### src/rtl/status_led_wake_control_defs.vh
// Constants for the status LED, wake indicator and general-purpose line block.
// Assumes a single 40 MHz clock and a 32-bit Avalon-MM register port.
`ifndef STATUS_LED_WAKE_CONTROL_DEFS_VH
`define STATUS_LED_WAKE_CONTROL_DEFS_VH

// Register byte offsets.
`define OFS_CTRL 5'h00
`define OFS_GPIO_CFG 5'h04
`define OFS_GPIO_DATA 5'h08
`define OFS_IRQ_STATUS 5'h0C
`define OFS_IRQ_MASK 5'h10
`define OFS_BYTE_TEST 5'h14
`define OFS_STATE 5'h18

// Control register fields.
`define CTRL_SOFT_RESET 0
`define CTRL_WAKE_EN 1
`define CTRL_WAKE_POL 2
`define CTRL_WAKE_OD 3
`define CTRL_POWER_SAVE 4

// General-purpose configuration fields, three bits each.
`define CFG_DIR_LSB 0
`define CFG_OD_LSB 4
`define CFG_LED_LSB 8

// Interrupt status bits.
`define IRQ_WAKE 0
`define IRQ_LINK 1
`define IRQ_WOKE 2

// State register fields.
`define ST_XOVER 0
`define ST_POWER_SAVE 1
`define ST_READ_SEEN 2
`define ST_WAKE 3

// Fixed test pattern; the value is arbitrary.
`define BYTE_TEST_VALUE 32'h1234_5678

// Timing.
`define CLK_HZ 40000000
`define BLINK_MS 80
`define BLINK_CNT_W 22
// Blink interval in clock cycles: 80 ms at 40 MHz, sized to the counter.
`define BLINK_CYCLES_DEF 22'h30_D400

// Widths and resets.
`define GPIO_N 3
`define CTRL_RESET 5'h00
`define CFG_RESET 11'h000
`define MASK_RESET 3'h0

`endif

### src/rtl/status_led_wake_control.v
// Status LED, wake indicator, crossover strap and general-purpose line block.
// Assumes clk stands for the 25 MHz-class reference running here at 40 MHz,
// and that all pin and status inputs are synchronous to clk.
`timescale 1ns/1ps
`include "status_led_wake_control_defs.vh"

module status_led_wake_control #(
  parameter [`BLINK_CNT_W-1:0] BLINK_CYCLES = `BLINK_CYCLES_DEF
) (
  // Clock and reset.
  input wire clk,
  input wire reset,
  // Avalon-MM register slave.
  input wire [4:0] address,
  input wire read,
  input wire write,
  input wire [31:0] writedata,
  output reg [31:0] readdata,
  output wire waitrequest,
  // Interrupt.
  output wire irq,
  // Link state from the physical layer.
  input wire link_up,
  input wire speed_10,
  input wire autoneg_busy,
  input wire full_duplex,
  input wire tx_rx_activity,
  input wire wake_event,
  // Crossover strap and result.
  input wire crossover_auto_strap,
  output reg crossover_auto_enable,
  // Power state.
  output wire power_save,
  // Wake indicator pin.
  output reg wake_indicator_out,
  output reg wake_indicator_oe_n,
  // General-purpose lines, shared with the LED functions.
  input wire [`GPIO_N-1:0] gpio_in,
  output reg [`GPIO_N-1:0] gpio_out,
  output reg [`GPIO_N-1:0] gpio_oe_n
);

  // ********************************************************************
  // Declarations
  // ********************************************************************
  localparam [1:0] BL_IDLE = 2'b00;
  localparam [1:0] BL_OFF = 2'b01;
  localparam [1:0] BL_HOLD = 2'b10;

  reg ack_ff;
  reg soft_rst_ff;
  reg [4:0] ctrl_ff;
  reg [10:0] cfg_ff;
  reg [`GPIO_N-1:0] gpio_data_ff;
  reg [2:0] irq_status_ff;
  reg [2:0] irq_mask_ff;
  reg read_seen_ff;
  reg power_save_ff;
  reg wake_active_ff;
  reg strap_taken_ff;
  reg link_prev_ff;
  reg [1:0] blink_state_ff;
  reg [1:0] nxt_blink_state;
  reg [`BLINK_CNT_W-1:0] blink_cnt_ff;
  reg [`BLINK_CNT_W-1:0] nxt_blink_cnt;
  reg [31:0] nxt_readdata;
  reg [2:0] irq_set;
  reg [2:0] irq_clr;
  reg [`GPIO_N-1:0] led_n;
  wire req;
  wire take_rd;
  wire take_wr;
  wire wr_ok;
  wire wake_level;
  integer i;

  // ********************************************************************
  // Bus handshake
  // ********************************************************************
  // Every request waits exactly one cycle; it is taken on the edge after.
  assign req = read | write;
  assign waitrequest = req & ~ack_ff;
  assign take_rd = read & ack_ff;
  assign take_wr = write & ack_ff;
  // Writes land only after a read and outside power save.
  assign wr_ok = take_wr & read_seen_ff & ~power_save_ff;
  assign power_save = power_save_ff;

  // Acknowledge flag alternates while a request is held.
  always @(posedge clk or posedge reset)
  begin
    if (reset)
      ack_ff <= 1'b0;
    else
      ack_ff <= req & ~ack_ff;
  end

  // Read data is prepared in the wait cycle and stands while it is taken.
  always @*
  begin
    nxt_readdata = 32'h0000_0000;
    case (address)
      `OFS_CTRL: nxt_readdata[4:0] = ctrl_ff;
      `OFS_GPIO_CFG: nxt_readdata[10:0] = cfg_ff;
      `OFS_GPIO_DATA: nxt_readdata[`GPIO_N-1:0] = gpio_in;
      `OFS_IRQ_STATUS: nxt_readdata[2:0] = irq_status_ff;
      `OFS_IRQ_MASK: nxt_readdata[2:0] = irq_mask_ff;
      `OFS_BYTE_TEST: nxt_readdata = `BYTE_TEST_VALUE;
      `OFS_STATE:
      begin
        nxt_readdata[`ST_XOVER] = crossover_auto_enable;
        nxt_readdata[`ST_POWER_SAVE] = power_save_ff;
        nxt_readdata[`ST_READ_SEEN] = read_seen_ff;
        nxt_readdata[`ST_WAKE] = wake_active_ff;
      end
      default: nxt_readdata = 32'h0000_0000;
    endcase
  end

  // Read data register.
  always @(posedge clk or posedge reset)
  begin
    if (reset)
      readdata <= 32'h0000_0000;
    else if (read & ~ack_ff)
      readdata <= nxt_readdata;
  end

  // ********************************************************************
  // Control registers
  // ********************************************************************
  // Soft reset is a one-cycle pulse that clears the registers and the power, wake, interrupt and blink state.
  always @(posedge clk or posedge reset)
  begin
    if (reset)
      soft_rst_ff <= 1'b0;
    else
      soft_rst_ff <= wr_ok && address == `OFS_CTRL && writedata[`CTRL_SOFT_RESET];
  end

  // Configuration registers; the soft reset bit itself never stores.
  always @(posedge clk or posedge reset)
  begin
    if (reset)
    begin
      ctrl_ff <= `CTRL_RESET;
      cfg_ff <= `CFG_RESET;
      gpio_data_ff <= {`GPIO_N{1'b0}};
      irq_mask_ff <= `MASK_RESET;
    end
    else if (soft_rst_ff)
    begin
      ctrl_ff <= `CTRL_RESET;
      cfg_ff <= `CFG_RESET;
      gpio_data_ff <= {`GPIO_N{1'b0}};
      irq_mask_ff <= `MASK_RESET;
    end
    else if (wr_ok)
    begin
      if (address == `OFS_CTRL)
        ctrl_ff <= {1'b0, writedata[3:1], 1'b0};
      if (address == `OFS_GPIO_CFG)
        cfg_ff <= writedata[10:0];
      if (address == `OFS_GPIO_DATA)
        gpio_data_ff <= writedata[`GPIO_N-1:0];
      if (address == `OFS_IRQ_MASK)
        irq_mask_ff <= writedata[2:0];
    end
  end

  // ********************************************************************
  // Power state and read gate
  // ********************************************************************
  // Any write wakes the block; wake events alone never do.
  always @(posedge clk or posedge reset)
  begin
    if (reset)
    begin
      power_save_ff <= 1'b0;
      read_seen_ff <= 1'b0;
    end
    else if (soft_rst_ff)
    begin
      power_save_ff <= 1'b0;
      read_seen_ff <= 1'b0;
    end
    else if (power_save_ff)
    begin
      if (take_wr)
      begin
        power_save_ff <= 1'b0;
        read_seen_ff <= 1'b0;
      end
    end
    else
    begin
      if (take_rd)
        read_seen_ff <= 1'b1;
      if (wr_ok && address == `OFS_CTRL && writedata[`CTRL_POWER_SAVE])
        power_save_ff <= 1'b1;
    end
  end

  // ********************************************************************
  // Wake indicator
  // ********************************************************************
  // The request holds until a soft reset or a host write that wakes the block.
  always @(posedge clk or posedge reset)
  begin
    if (reset)
      wake_active_ff <= 1'b0;
    else if (soft_rst_ff || (power_save_ff && take_wr))
      wake_active_ff <= 1'b0;
    else if (wake_event && ctrl_ff[`CTRL_WAKE_EN])
      wake_active_ff <= 1'b1;
  end

  // Polarity and drive type of the wake pin.
  assign wake_level = wake_active_ff ~^ ctrl_ff[`CTRL_WAKE_POL];
  always @(posedge clk or posedge reset)
  begin
    if (reset)
    begin
      wake_indicator_out <= 1'b0;
      wake_indicator_oe_n <= 1'b1;
    end
    else if (ctrl_ff[`CTRL_WAKE_OD])
    begin
      wake_indicator_out <= 1'b0;
      wake_indicator_oe_n <= wake_level;
    end
    else
    begin
      wake_indicator_out <= wake_level;
      wake_indicator_oe_n <= 1'b0;
    end
  end

  // ********************************************************************
  // Interrupts
  // ********************************************************************
  // Sticky status; a new event wins over a same-cycle write-one clear.
  always @*
  begin
    irq_set[`IRQ_WAKE] = wake_event & ctrl_ff[`CTRL_WAKE_EN];
    irq_set[`IRQ_LINK] = link_up ^ link_prev_ff;
    irq_set[`IRQ_WOKE] = power_save_ff & take_wr;
    irq_clr = (wr_ok && address == `OFS_IRQ_STATUS) ? writedata[2:0] : 3'h0;
  end

  // Status register and link history.
  always @(posedge clk or posedge reset)
  begin
    if (reset)
    begin
      irq_status_ff <= 3'h0;
      link_prev_ff <= 1'b0;
    end
    else if (soft_rst_ff)
    begin
      irq_status_ff <= 3'h0;
      link_prev_ff <= link_up;
    end
    else
    begin
      irq_status_ff <= (irq_status_ff & ~irq_clr) | irq_set;
      link_prev_ff <= link_up;
    end
  end

  assign irq = |(irq_status_ff & irq_mask_ff);

  // ********************************************************************
  // Crossover strap
  // ********************************************************************
  // The strap is sampled once on the first edge after reset release.
  always @(posedge clk or posedge reset)
  begin
    if (reset)
    begin
      strap_taken_ff <= 1'b0;
      crossover_auto_enable <= 1'b1;
    end
    else if (!strap_taken_ff)
    begin
      strap_taken_ff <= 1'b1;
      crossover_auto_enable <= crossover_auto_strap;
    end
  end

  // ********************************************************************
  // Activity blink
  // ********************************************************************
  // Off for one interval, then on for at least one interval.
  always @*
  begin
    nxt_blink_state = blink_state_ff;
    nxt_blink_cnt = blink_cnt_ff;
    case (blink_state_ff)
      BL_IDLE:
      begin
        if (tx_rx_activity)
        begin
          nxt_blink_state = BL_OFF;
          nxt_blink_cnt = BLINK_CYCLES - 1'b1;
        end
      end
      BL_OFF:
      begin
        if (blink_cnt_ff == {`BLINK_CNT_W{1'b0}})
        begin
          nxt_blink_state = BL_HOLD;
          nxt_blink_cnt = BLINK_CYCLES - 1'b1;
        end
        else
          nxt_blink_cnt = blink_cnt_ff - 1'b1;
      end
      BL_HOLD:
      begin
        if (blink_cnt_ff == {`BLINK_CNT_W{1'b0}})
          nxt_blink_state = BL_IDLE;
        else
          nxt_blink_cnt = blink_cnt_ff - 1'b1;
      end
      default:
      begin
        nxt_blink_state = BL_IDLE;
        nxt_blink_cnt = {`BLINK_CNT_W{1'b0}};
      end
    endcase
  end

  // Blink state and interval counter.
  always @(posedge clk or posedge reset)
  begin
    if (reset)
    begin
      blink_state_ff <= BL_IDLE;
      blink_cnt_ff <= {`BLINK_CNT_W{1'b0}};
    end
    else if (soft_rst_ff)
    begin
      blink_state_ff <= BL_IDLE;
      blink_cnt_ff <= {`BLINK_CNT_W{1'b0}};
    end
    else
    begin
      blink_state_ff <= nxt_blink_state;
      blink_cnt_ff <= nxt_blink_cnt;
    end
  end

  // ********************************************************************
  // LED levels and pin drive
  // ********************************************************************
  // Active-low LED levels for speed, link/activity and duplex.
  always @*
  begin
    led_n[0] = link_up & speed_10 & ~autoneg_busy;
    led_n[1] = ~(link_up & (blink_state_ff != BL_OFF));
    led_n[2] = ~(link_up & full_duplex);
  end

  // Per-line drive: LED open-drain, then output type, else input.
  always @(posedge clk or posedge reset)
  begin
    if (reset)
    begin
      gpio_out <= {`GPIO_N{1'b0}};
      gpio_oe_n <= {`GPIO_N{1'b1}};
    end
    else
    begin
      for (i = 0; i < `GPIO_N; i = i + 1)
      begin
        if (cfg_ff[`CFG_LED_LSB + i])
        begin
          gpio_out[i] <= 1'b0;
          gpio_oe_n[i] <= led_n[i];
        end
        else if (!cfg_ff[`CFG_DIR_LSB + i])
        begin
          gpio_out[i] <= 1'b0;
          gpio_oe_n[i] <= 1'b1;
        end
        else if (cfg_ff[`CFG_OD_LSB + i])
        begin
          gpio_out[i] <= 1'b0;
          gpio_oe_n[i] <= gpio_data_ff[i];
        end
        else
        begin
          gpio_out[i] <= gpio_data_ff[i];
          gpio_oe_n[i] <= 1'b0;
        end
      end
    end
  end

endmodule // status_led_wake_control

### config.mk
export PLATFORM = sky130hd
export DESIGN_NAME = status_led_wake_control
export DESIGN_NICKNAME = d
export VERILOG_FILES = /design/src/rtl/status_led_wake_control.v
export VERILOG_INCLUDE_DIRS = /design/src /design/src/rtl
export SDC_FILE = /design/constraint.sdc
export NUM_CORES = 1
export LEC_CHECK = 0
export ABC_AREA = 0
export BUFFER_PORTS_ARGS = -buffer_cell sky130_fd_sc_hd__buf_2
export CAP_MARGIN = 0
export CORE_MARGIN = 2
export CORE_UTILIZATION = 35
export CTS_CLUSTER_SIZE = 10
export DETAILED_ROUTE_END_ITERATION = 10
export PLACE_DENSITY = 0.54
export SYNTH_ARGS = -nofsm -noshare
export SYNTH_HDL_FRONTEND = slang
export SYNTH_SLANG_ARGS = --single-unit
### constraint.sdc
create_clock -name clk -period 2.4 [get_ports clk]
set_input_delay 0.24 -clock clk [delete_from_list [all_inputs] [get_ports clk]]
set_output_delay 0.24 -clock clk [all_outputs]
set_load 0.03 [all_outputs]
Yosys cells after proc, flatten, opt, wreduce, memory -nomap -nowiden
Index checks and enable logic that the tools add are counted.
Word-level totals
  register bits: 97
  bits in latches: 0
  RAM bits: 0
  ROM bits: 0
  output and inout bits: 44
  word-level logic and storage cells: 143
  memories: 0
Operators by class
  $add $sub $neg: 1
  multiply operators: 0
  div/mod/pow operators: 0
  magnitude comparators: 0
  equal/unequal tests: 14
  shift operators: 0
  muxes and demuxes: 59
  bitwise gates (word level): 24
  reduce and logical (&&, ||, !) cells: 25
Operators with widths (count)
  $mux W22: 4
  $pmux W22 S3: 1
  $mux W11: 3
  $mux W1: 30
  $mux W3: 8
  $logic_not A22 Y1: 1
  $sub A22 B1 Y22 const B: 1
  $mux W18: 1
  $pmux W3 S6: 1
  $eq A5 B5 Y1 const B: 3
  $mux W5: 3
  $and A1 B1 Y1: 12
  $ne A3 B3 Y1 const B: 4
  $pmux W6 S2: 1
  $reduce_and A2 Y1: 6
  $reduce_bool A2 Y1: 6
  $eq A5 B4 Y1 const B: 2
  $mux W2: 4
  $and A3 B3 Y3: 2
  $logic_and A1 B1 Y1: 6
  $pmux W2 S3: 1
  $eq A5 B3 Y1 const B: 1
  $logic_not A5 Y1: 1
  $not A1 Y1: 5
  other kinds (16): 16

Logic depth before layout (Yosys ltp)
Gate-level depths: netlist of run 1.
  depth in word-level cells: 9
  depth in mapped cells: 8
  mapped depth without buffers: 7

Worst setup path after synthesis of run 1
Ideal clock, no wire load.
  path type: reg2reg
  start point: register blink_cnt_ff[0]
  end point: register blink_cnt_ff[20]
  arrival: 1.759 ns
  data required time: 2.274 ns
  path slack: 0.514 ns
  stages on the path, launching flop included: 8
  buffers on the path: 0
  clock period less this slack: 1.886 ns
  cells stage by stage: dfrtp_1 inv_1 ha_1 nor4b_4 nand4_1 nor4_1 and3_1 nor3_2
On the way
  word-level cells in the longest chain between the ends: 4
  elaborated cells on any way between the ends: 8
  classes of those cells: 1 x add/sub; 1 x eq/ne; 4 x mux; 2 x reduce/logical
RTL lines
  start: declaration: line status_led_wake_control.v:64  | reg [`BLINK_CNT_W-1:0] blink_cnt_ff;
  start signal: assignment: line status_led_wake_control.v:339  | blink_cnt_ff <= {`BLINK_CNT_W{1'b0}};
  start signal: assignment: line status_led_wake_control.v:344  | blink_cnt_ff <= {`BLINK_CNT_W{1'b0}};
  start signal: assignment: line status_led_wake_control.v:349  | blink_cnt_ff <= nxt_blink_cnt;
  $sub A22 B1 Y22 / $logic_not A22 Y1 (equally long branches)
  $mux W22 (on tied branches): line status_led_wake_control.v:320, status_led_wake_control.v:310
  $pmux W22 S3: line status_led_wake_control.v:299  | case (blink_state_ff)
  $mux W22: line status_led_wake_control.v:341  | else if (soft_rst_ff)
Parallel ways exist; a longest one is shown, timed or not. The select of a mux whose other input is x is not followed.
A chain may end at the register's enable or synchronous reset.

Worst setup path after layout of run 1
  start point: register blink_cnt_ff[0]
  end point: register blink_cnt_ff[6]
The elaborated chain is that of the path after synthesis.

==> impl_results.md, run 1 <==
* Run status: completed
* Rel. slew slack at a little under three fifths
* Pre-antenna DRT Iters at 4
* Max-capacitance violation count at 0
* First-pass GRT wire length at approximately 15,000 um
* Htree depth at 3
* Worst-Skew Late Latency at 0.34 ns
* Initial Util at 36.2%
* Gp weighted congestion at 0.832
* Critical Path AT at approximately 2.5 ns
* Post-synthesis cell type count at 61
* Layout Skew at 0.00720 ns
* Final period util at about nine tenths
* Final Max Tran Viols at 0
* Synthesis Warnings at 0
* Drt total wl at between 9000 and 10,000 um
* Main flop type after synthesis: dfrtp_1
* Unrepaired setup endpoints after global routing: no
* DR WL/cell at around 15 um
* Syn_area_per_cell at 9.38 um^2
* Sum Neg Setup Slack at 0 ns
* Number of flops mapped to enable cells by yosys at 0
* Share of layout cells above drive strength 1 at about 22%
* Worst Max-Slew Pin Slew at 0.665 ns
* Final routed DRC violation total at 0
* Area leader, netlist: dfrtp_1
* Worst Path Max Fanout at 12
* Final worst slack at 0.193 ns
* #FFs+latches synth at 75
* Final Hold Fails at 0
* Initial DRC Count at 150
* CTS tree: done
* CTS sink cnt at between 70 and 80
* PostCTS Resize Cnt at 0
* WP data required at 2.64 ns
* Vias in the first global route at roughly 3,000
* Vias per cell at 5.16
* Synth top cells by count: dfrtp_1 (70), nand2_1 (42), nor2_1 (41)
* Setup WS pre-CTS at 0.105 ns
* Post-DRT Antenna Nets at 0
* Die Ht at 110 um
* Final setup fails at 0
* Syn Std Cell Area at ~0.0040 mm^2
* Net count, final at ~530
* I/O Buffers at slightly below 60
* DP HPWL at about 6600 um
* Placed Area at 0.00430 mm^2
* GRT Residual Overflow at 0
* Count leader, synth: dfrtp_1
* Die area at 0.0122 mm^2
* Top cell type's share of synthesized area at 44.2%
* Ports at 95
* Startpoint types: register
* Total chip power at between 0.003 and 0.004 W
* Fmax at 453 MHz
* GRT Total Usage at around 16%
* Antenna cells at 0
* Post-synth ARST share at 100%
* # rows at 38
* Core area at 0.0109 mm^2
* Die span in x at between 100 and 150 um
* Num CTS Buffers at 9
* Vias at roughly 3,200
* Initial antenna violation count at 0
* Clock slew at reported path FFs at 0.07 ns
* Nature of the critical path endpoint: register
* Pwr/cell area at 858 mW/mm^2
* Clock Root Buffer: clkbuf_16
* Post-route minimum period at 2.21 ns
* Proportion of synthesized chip area in sequential cells at 47.6%
* Max Root-Sink Buffers at 2
* Hold WC Path Type: in2reg
* Peak supply drop at approximately 0.43 mV
* Cells after Synth at 422
* Static leakage at around 2.2 nW
* Synth area leaders: dfrtp_1 (44%), mux2i_1 (4.6%), buf_4 (4.2%), o21ai_0 (4.2%), nand2_1 (4.0%)
* Largest net degree at the start of global routing at 54
* Finished Cell Area at 0.00461 mm^2
* Critical setup path kind: reg2reg
* Layout area overhead at 16.3%
==> registers in the layout, indices dropped and copies added, names as in the netlist, 2 cells and up <==
signal and flops:
blink_cnt_ff 22, blink_state_ff 2, cfg_ff 11, ctrl_ff 3, gpio_data_ff 3, gpio_oe_n 3
gpio_out 3, irq_mask_ff 3, irq_status_ff 3, readdata 12
==> final cells by class <==
type	count	area, um^2
Clock inverter	7	60.1
Tap cell	140	175
Multi-Input combinational cell	306	1830
Timing Repair Buffer	68	378
Fill cell	1080	6330
Sequential cell	75	1880
Inverter	14	52.6
Clock buffer	9	225
==> routing by layer <==
metal	vias up	part of all wire (%)	GRT usage (%)	wire, um
li1	1582	-	-	-
met1	1515	47	21.6	4330
met2	86	46	25.1	4280
met3	11	5.9	4.76	545
met4	0	1.3	6.07	122
met5	-	0	0	0
==> per-stage QoR <==
step                      std cells  util [%]  hold slack [ns]
after global placement          600      39.3            0.324
after global routing            619      42.1           0.0598
final                           619      42.1           0.0642
after CTS                       617      42.0           0.0484
after detailed placement        600      39.3            0.318
after floorplan                 435         -            0.271
==> report_power, final <==
part           internal (W)  switching (W)  leakage [nW]  total, W
Clock              0.000717       0.000564         0.136   0.00128
Sequential          0.00153       0.000307         0.922   0.00184
Combinational      0.000351       0.000478          1.16  0.000829
==> path summary, 6_finish.rpt <==
kind / from / to / slack [ns] / depth (start not counted)
worst min register to register: readdata[7] / readdata[7] / 0.47 / 2
worst max-delay path: blink_cnt_ff[0] / blink_cnt_ff[6] / 0.19 / 8
max in group asynchronous: reset / gpio_oe_n[1] / 1.19 / 4
worst min-delay path: full_duplex / gpio_oe_n[2] / 0.06 / 2
min in group asynchronous: reset / strap_taken_ff / 0.50 / 3
worst max register to register: blink_cnt_ff[0] / blink_cnt_ff[6] / 0.19 / 8
==> logic make-up after synthesis <==
family,share of synthesized area [%]
AND/OR/NAND/NOR,20.5
AO/OA/AOI/OAI,17.3
flip-flops,47.6
buffers and inverters,7.40
multiplexers,6.26
other,0.190
XOR/XNOR,0.443
adder cells (fa/ha/maj),0.316
==> timing repair <==
item | in CTS | in global routing
setup endpoints to repair | 0 | 13
hold endpoints to repair | 21 | 0
hold buffers | 1 | 0
buffers inserted | 0 | 2
==> cells in the final DEF, fill, tap and decap left out, types with 7 or more instances in the layout <==
cell	synthesis	final
nor2_1	41	41
a31oi_1	18	18
inv_1	14	13
nand2_1	42	42
conb_1	2	15
nor3_1	15	15
buf_4	22	7
a21oi_1	22	22
buf_2	6	59
dfrtp_1	70	70
nand3_1	15	15
o21ai_0	33	33
clkbuf_16	0	9
mux2i_1	18	18
==> worst max-delay path: stages (launching register included) <==
cell and delay, ns:
dfrtp_1 0.39, inv_1 0.10, ha_1 0.23, nor4b_4 0.29
buf_4 0.20, nand4b_1 0.12, o21a_1 0.36, and3_1 0.24
nor3_1 0.19
No activity file was read; power rests on OpenSTA's default activity.
==> run 2: changes to the inputs <==
==> constraint.sdc (replaced) <==
create_clock -name clk -period 2.4 [get_ports clk]
set_input_delay 0.36 -clock clk [delete_from_list [all_inputs] [get_ports clk]]
set_output_delay 0.36 -clock clk [all_outputs]
set_load 0.03 [all_outputs]
==> run 2 against run 1 <==
Compared with the run above:
- design area rose by 0.81%
- critical endpoint is now blink_cnt_ff[13]
- first-iteration DRC count grew 8.0%
- largest power group unchanged
- global-route usage increased by 0.44 points
- flip-flop and latch count is the same
- combinational power fell by 1%
==> impl_results.md, run 2 (synthesis results as in run 1) <==
* Top Registers: blink_cnt_ff (22), readdata (12), cfg_ff (11)
* Antenna cells at 0
* Max reg flops at 22
* Share of layout cells above drive strength 1 at 22.7%
* Clock Root Buffer: clkbuf_16
* Final setup fails at 0
* Fmax at around 460 MHz
* Pre-antenna DRT Iters at 4
* Total chip power at 0.00407 W
* Rel. slew slack at 56.6%
* Fin Hold WS at 0.0337 ns
* Hold WC Path Type: in2async
* Final period util at 90.2%
* GRT Total Usage at between 10% and 20%
* CTS tree: done
* Max-capacitance violation count at 0
* Hold buffers post-CTS at 0
* Run status: completed
* Post-route minimum period at 2.16 ns
* Fin util at 42.5%
* Worst Path Max Fanout at 7
* FF-to-FF Start: blink_cnt_ff[10]
* Worst reg2reg path endpoint: blink_cnt_ff[13]
* Final routed DRC violation total at 0
* Worst-Skew Late Latency at 0.33 ns
* Startpoint types: register
* Vias in the first global route at between 3,000 and 4,000
* Gp weighted congestion at 0.847
* Htree depth at 3
* Initial Util at 36.2%
* Peak supply drop at 0.395 mV
* Layout Skew at 0.00921 ns
* Nature of the critical path endpoint: register
* Most used cell, CP: a31oi_1
* Unrepaired setup endpoints after global routing: no
* Die Ht at 110 um
* Placed Area at 0.00431 mm^2
* Ports at 95
* Static leakage at around 2.2 nW
* DR WL/cell at about 15 um
* I/O Buffers at 59
* Most frequent cells in the layout: dfrtp_1 (70), buf_2 (59), nand2_1 (42)
* Pwr/cell area at between 800 and 900 mW/mm^2
* Final Max Tran Viols at 0
* Largest net degree at the start of global routing at 44
* First-pass GRT wire length at approximately 16,000 um
* Initial DRC Count at roughly 160
* Drt total wl at roughly 9400 um
* Net count, final at around 530
* Cell Chain, Critical Path: nor4_1 > and3_1 > a31oi_1 > a41oi_1 > a31oi_1
* Core area at 0.0109 mm^2
* Critical Path AT at around 2.4 ns
* CP max stage delay at 0.49 ns
* Final Hold Fails at 0
* Max Root-Sink Buffers at 2
* Post-DRT Antenna Nets at 0
* Setup slack, reg-to-reg at about 0.24 ns
* Vias per cell at 5.17
* WP data required at 2.59 ns
* # rows at 38
* DP HPWL at 6730 um
* Die span in x at about 110 um
* Num CTS Buffers at 9
* Critical setup path kind: reg2reg
* Most common cell after layout, fill and taps aside: dfrtp_1
* Slowest CP cell: nor4_1
* GRT Residual Overflow at 0
* Biggest register: blink_cnt_ff
* Initial antenna violation count at 0
* Worst reg-to-reg path cell count at 5
* Finished Cell Area at 0.00464 mm^2
* CTS sink cnt at 75
* Clock slew at reported path FFs at 0.06 ns
* Worst Max-Slew Pin Slew at 0.649 ns
* Layout area overhead at 17.3%
* Sum Neg Setup Slack at 0 ns
* Die area at about 0.012 mm^2
* Vias at between 3,000 and 4,000
[run 2: layout make-up]
type | count | area [um^2]
Clock buffer | 10 | 239
Clock inverter | 6 | 71.3
Fill cell | 1103 | 6290
Inverter | 14 | 52.6
Multi-Input combinational cell | 306 | 1830
Sequential cell | 75 | 1880
Tap cell | 140 | 175
Timing Repair Buffer | 70 | 390
[run 2: worst max-delay path: cells and delay by family (launching register included)]
kind	cells	cell delay [ns]
simple gates	2	0.93
flops	1	0.42
compound gates	3	0.68
[run 2: how the worst max path moves through the flow]
stage	endpoint	depth (start not counted)	start	slack, ns
6_report	blink_cnt_ff[13]	5	blink_cnt_ff[10]	0.24
5_1_grt	blink_cnt_ff[7]	8	blink_cnt_ff[0]	0.02
2_1_floorplan	ack_ff	1	reset	0.14
4_1_cts	blink_cnt_ff[20]	7	blink_cnt_ff[0]	0.10
3_5_place_dp	blink_cnt_ff[20]	7	blink_cnt_ff[0]	0.10
3_3_place_gp	blink_cnt_ff[20]	7	blink_cnt_ff[0]	0.15
[run 2: per-layer routing]
| metal | wire [um] | global-route usage [%] | vias to the layer above | part of all wire (%) |
|---|---|---|---|---|
| li1 | - | - | 1588 | - |
| met1 | 4330 | 22.3 | 1536 | 46 |
| met2 | 4460 | 26.6 | 79 | 47 |
| met3 | 522 | 3.41 | 9 | 5.5 |
| met4 | 113 | 6.43 | 0 | 1.2 |
| met5 | 0 | 0 | - | 0 |
[run 2: power breakdown]
| part | total (W) | switching (W) | internal [W] |
|---|---|---|---|
| Clock | 0.00141 | 0.000564 | 0.000845 |
| Combinational | 0.000821 | 0.000469 | 0.000352 |
| Sequential | 0.00184 | 0.000310 | 0.00153 |
[run 2: timing repair]
| action | in CTS | in global routing |
|---|---|---|
| gates resized for setup | 0 | 0 |
| buffers inserted | 0 | 3 |
| hold endpoints to repair | 0 | 0 |
| setup endpoints to repair | 0 | 12 |
[run 2: through the flow]
| step | instances | worst slack [ns] |
|---|---|---|
| 4_1_cts | 618 | 0.104 |
| 3_5_place_dp | 602 | 0.105 |
| 5_1_grt | 621 | 0.0249 |
| 3_3_place_gp | 602 | 0.145 |
| 6_report | 621 | 0.235 |
| 2_1_floorplan | 435 | 0.138 |
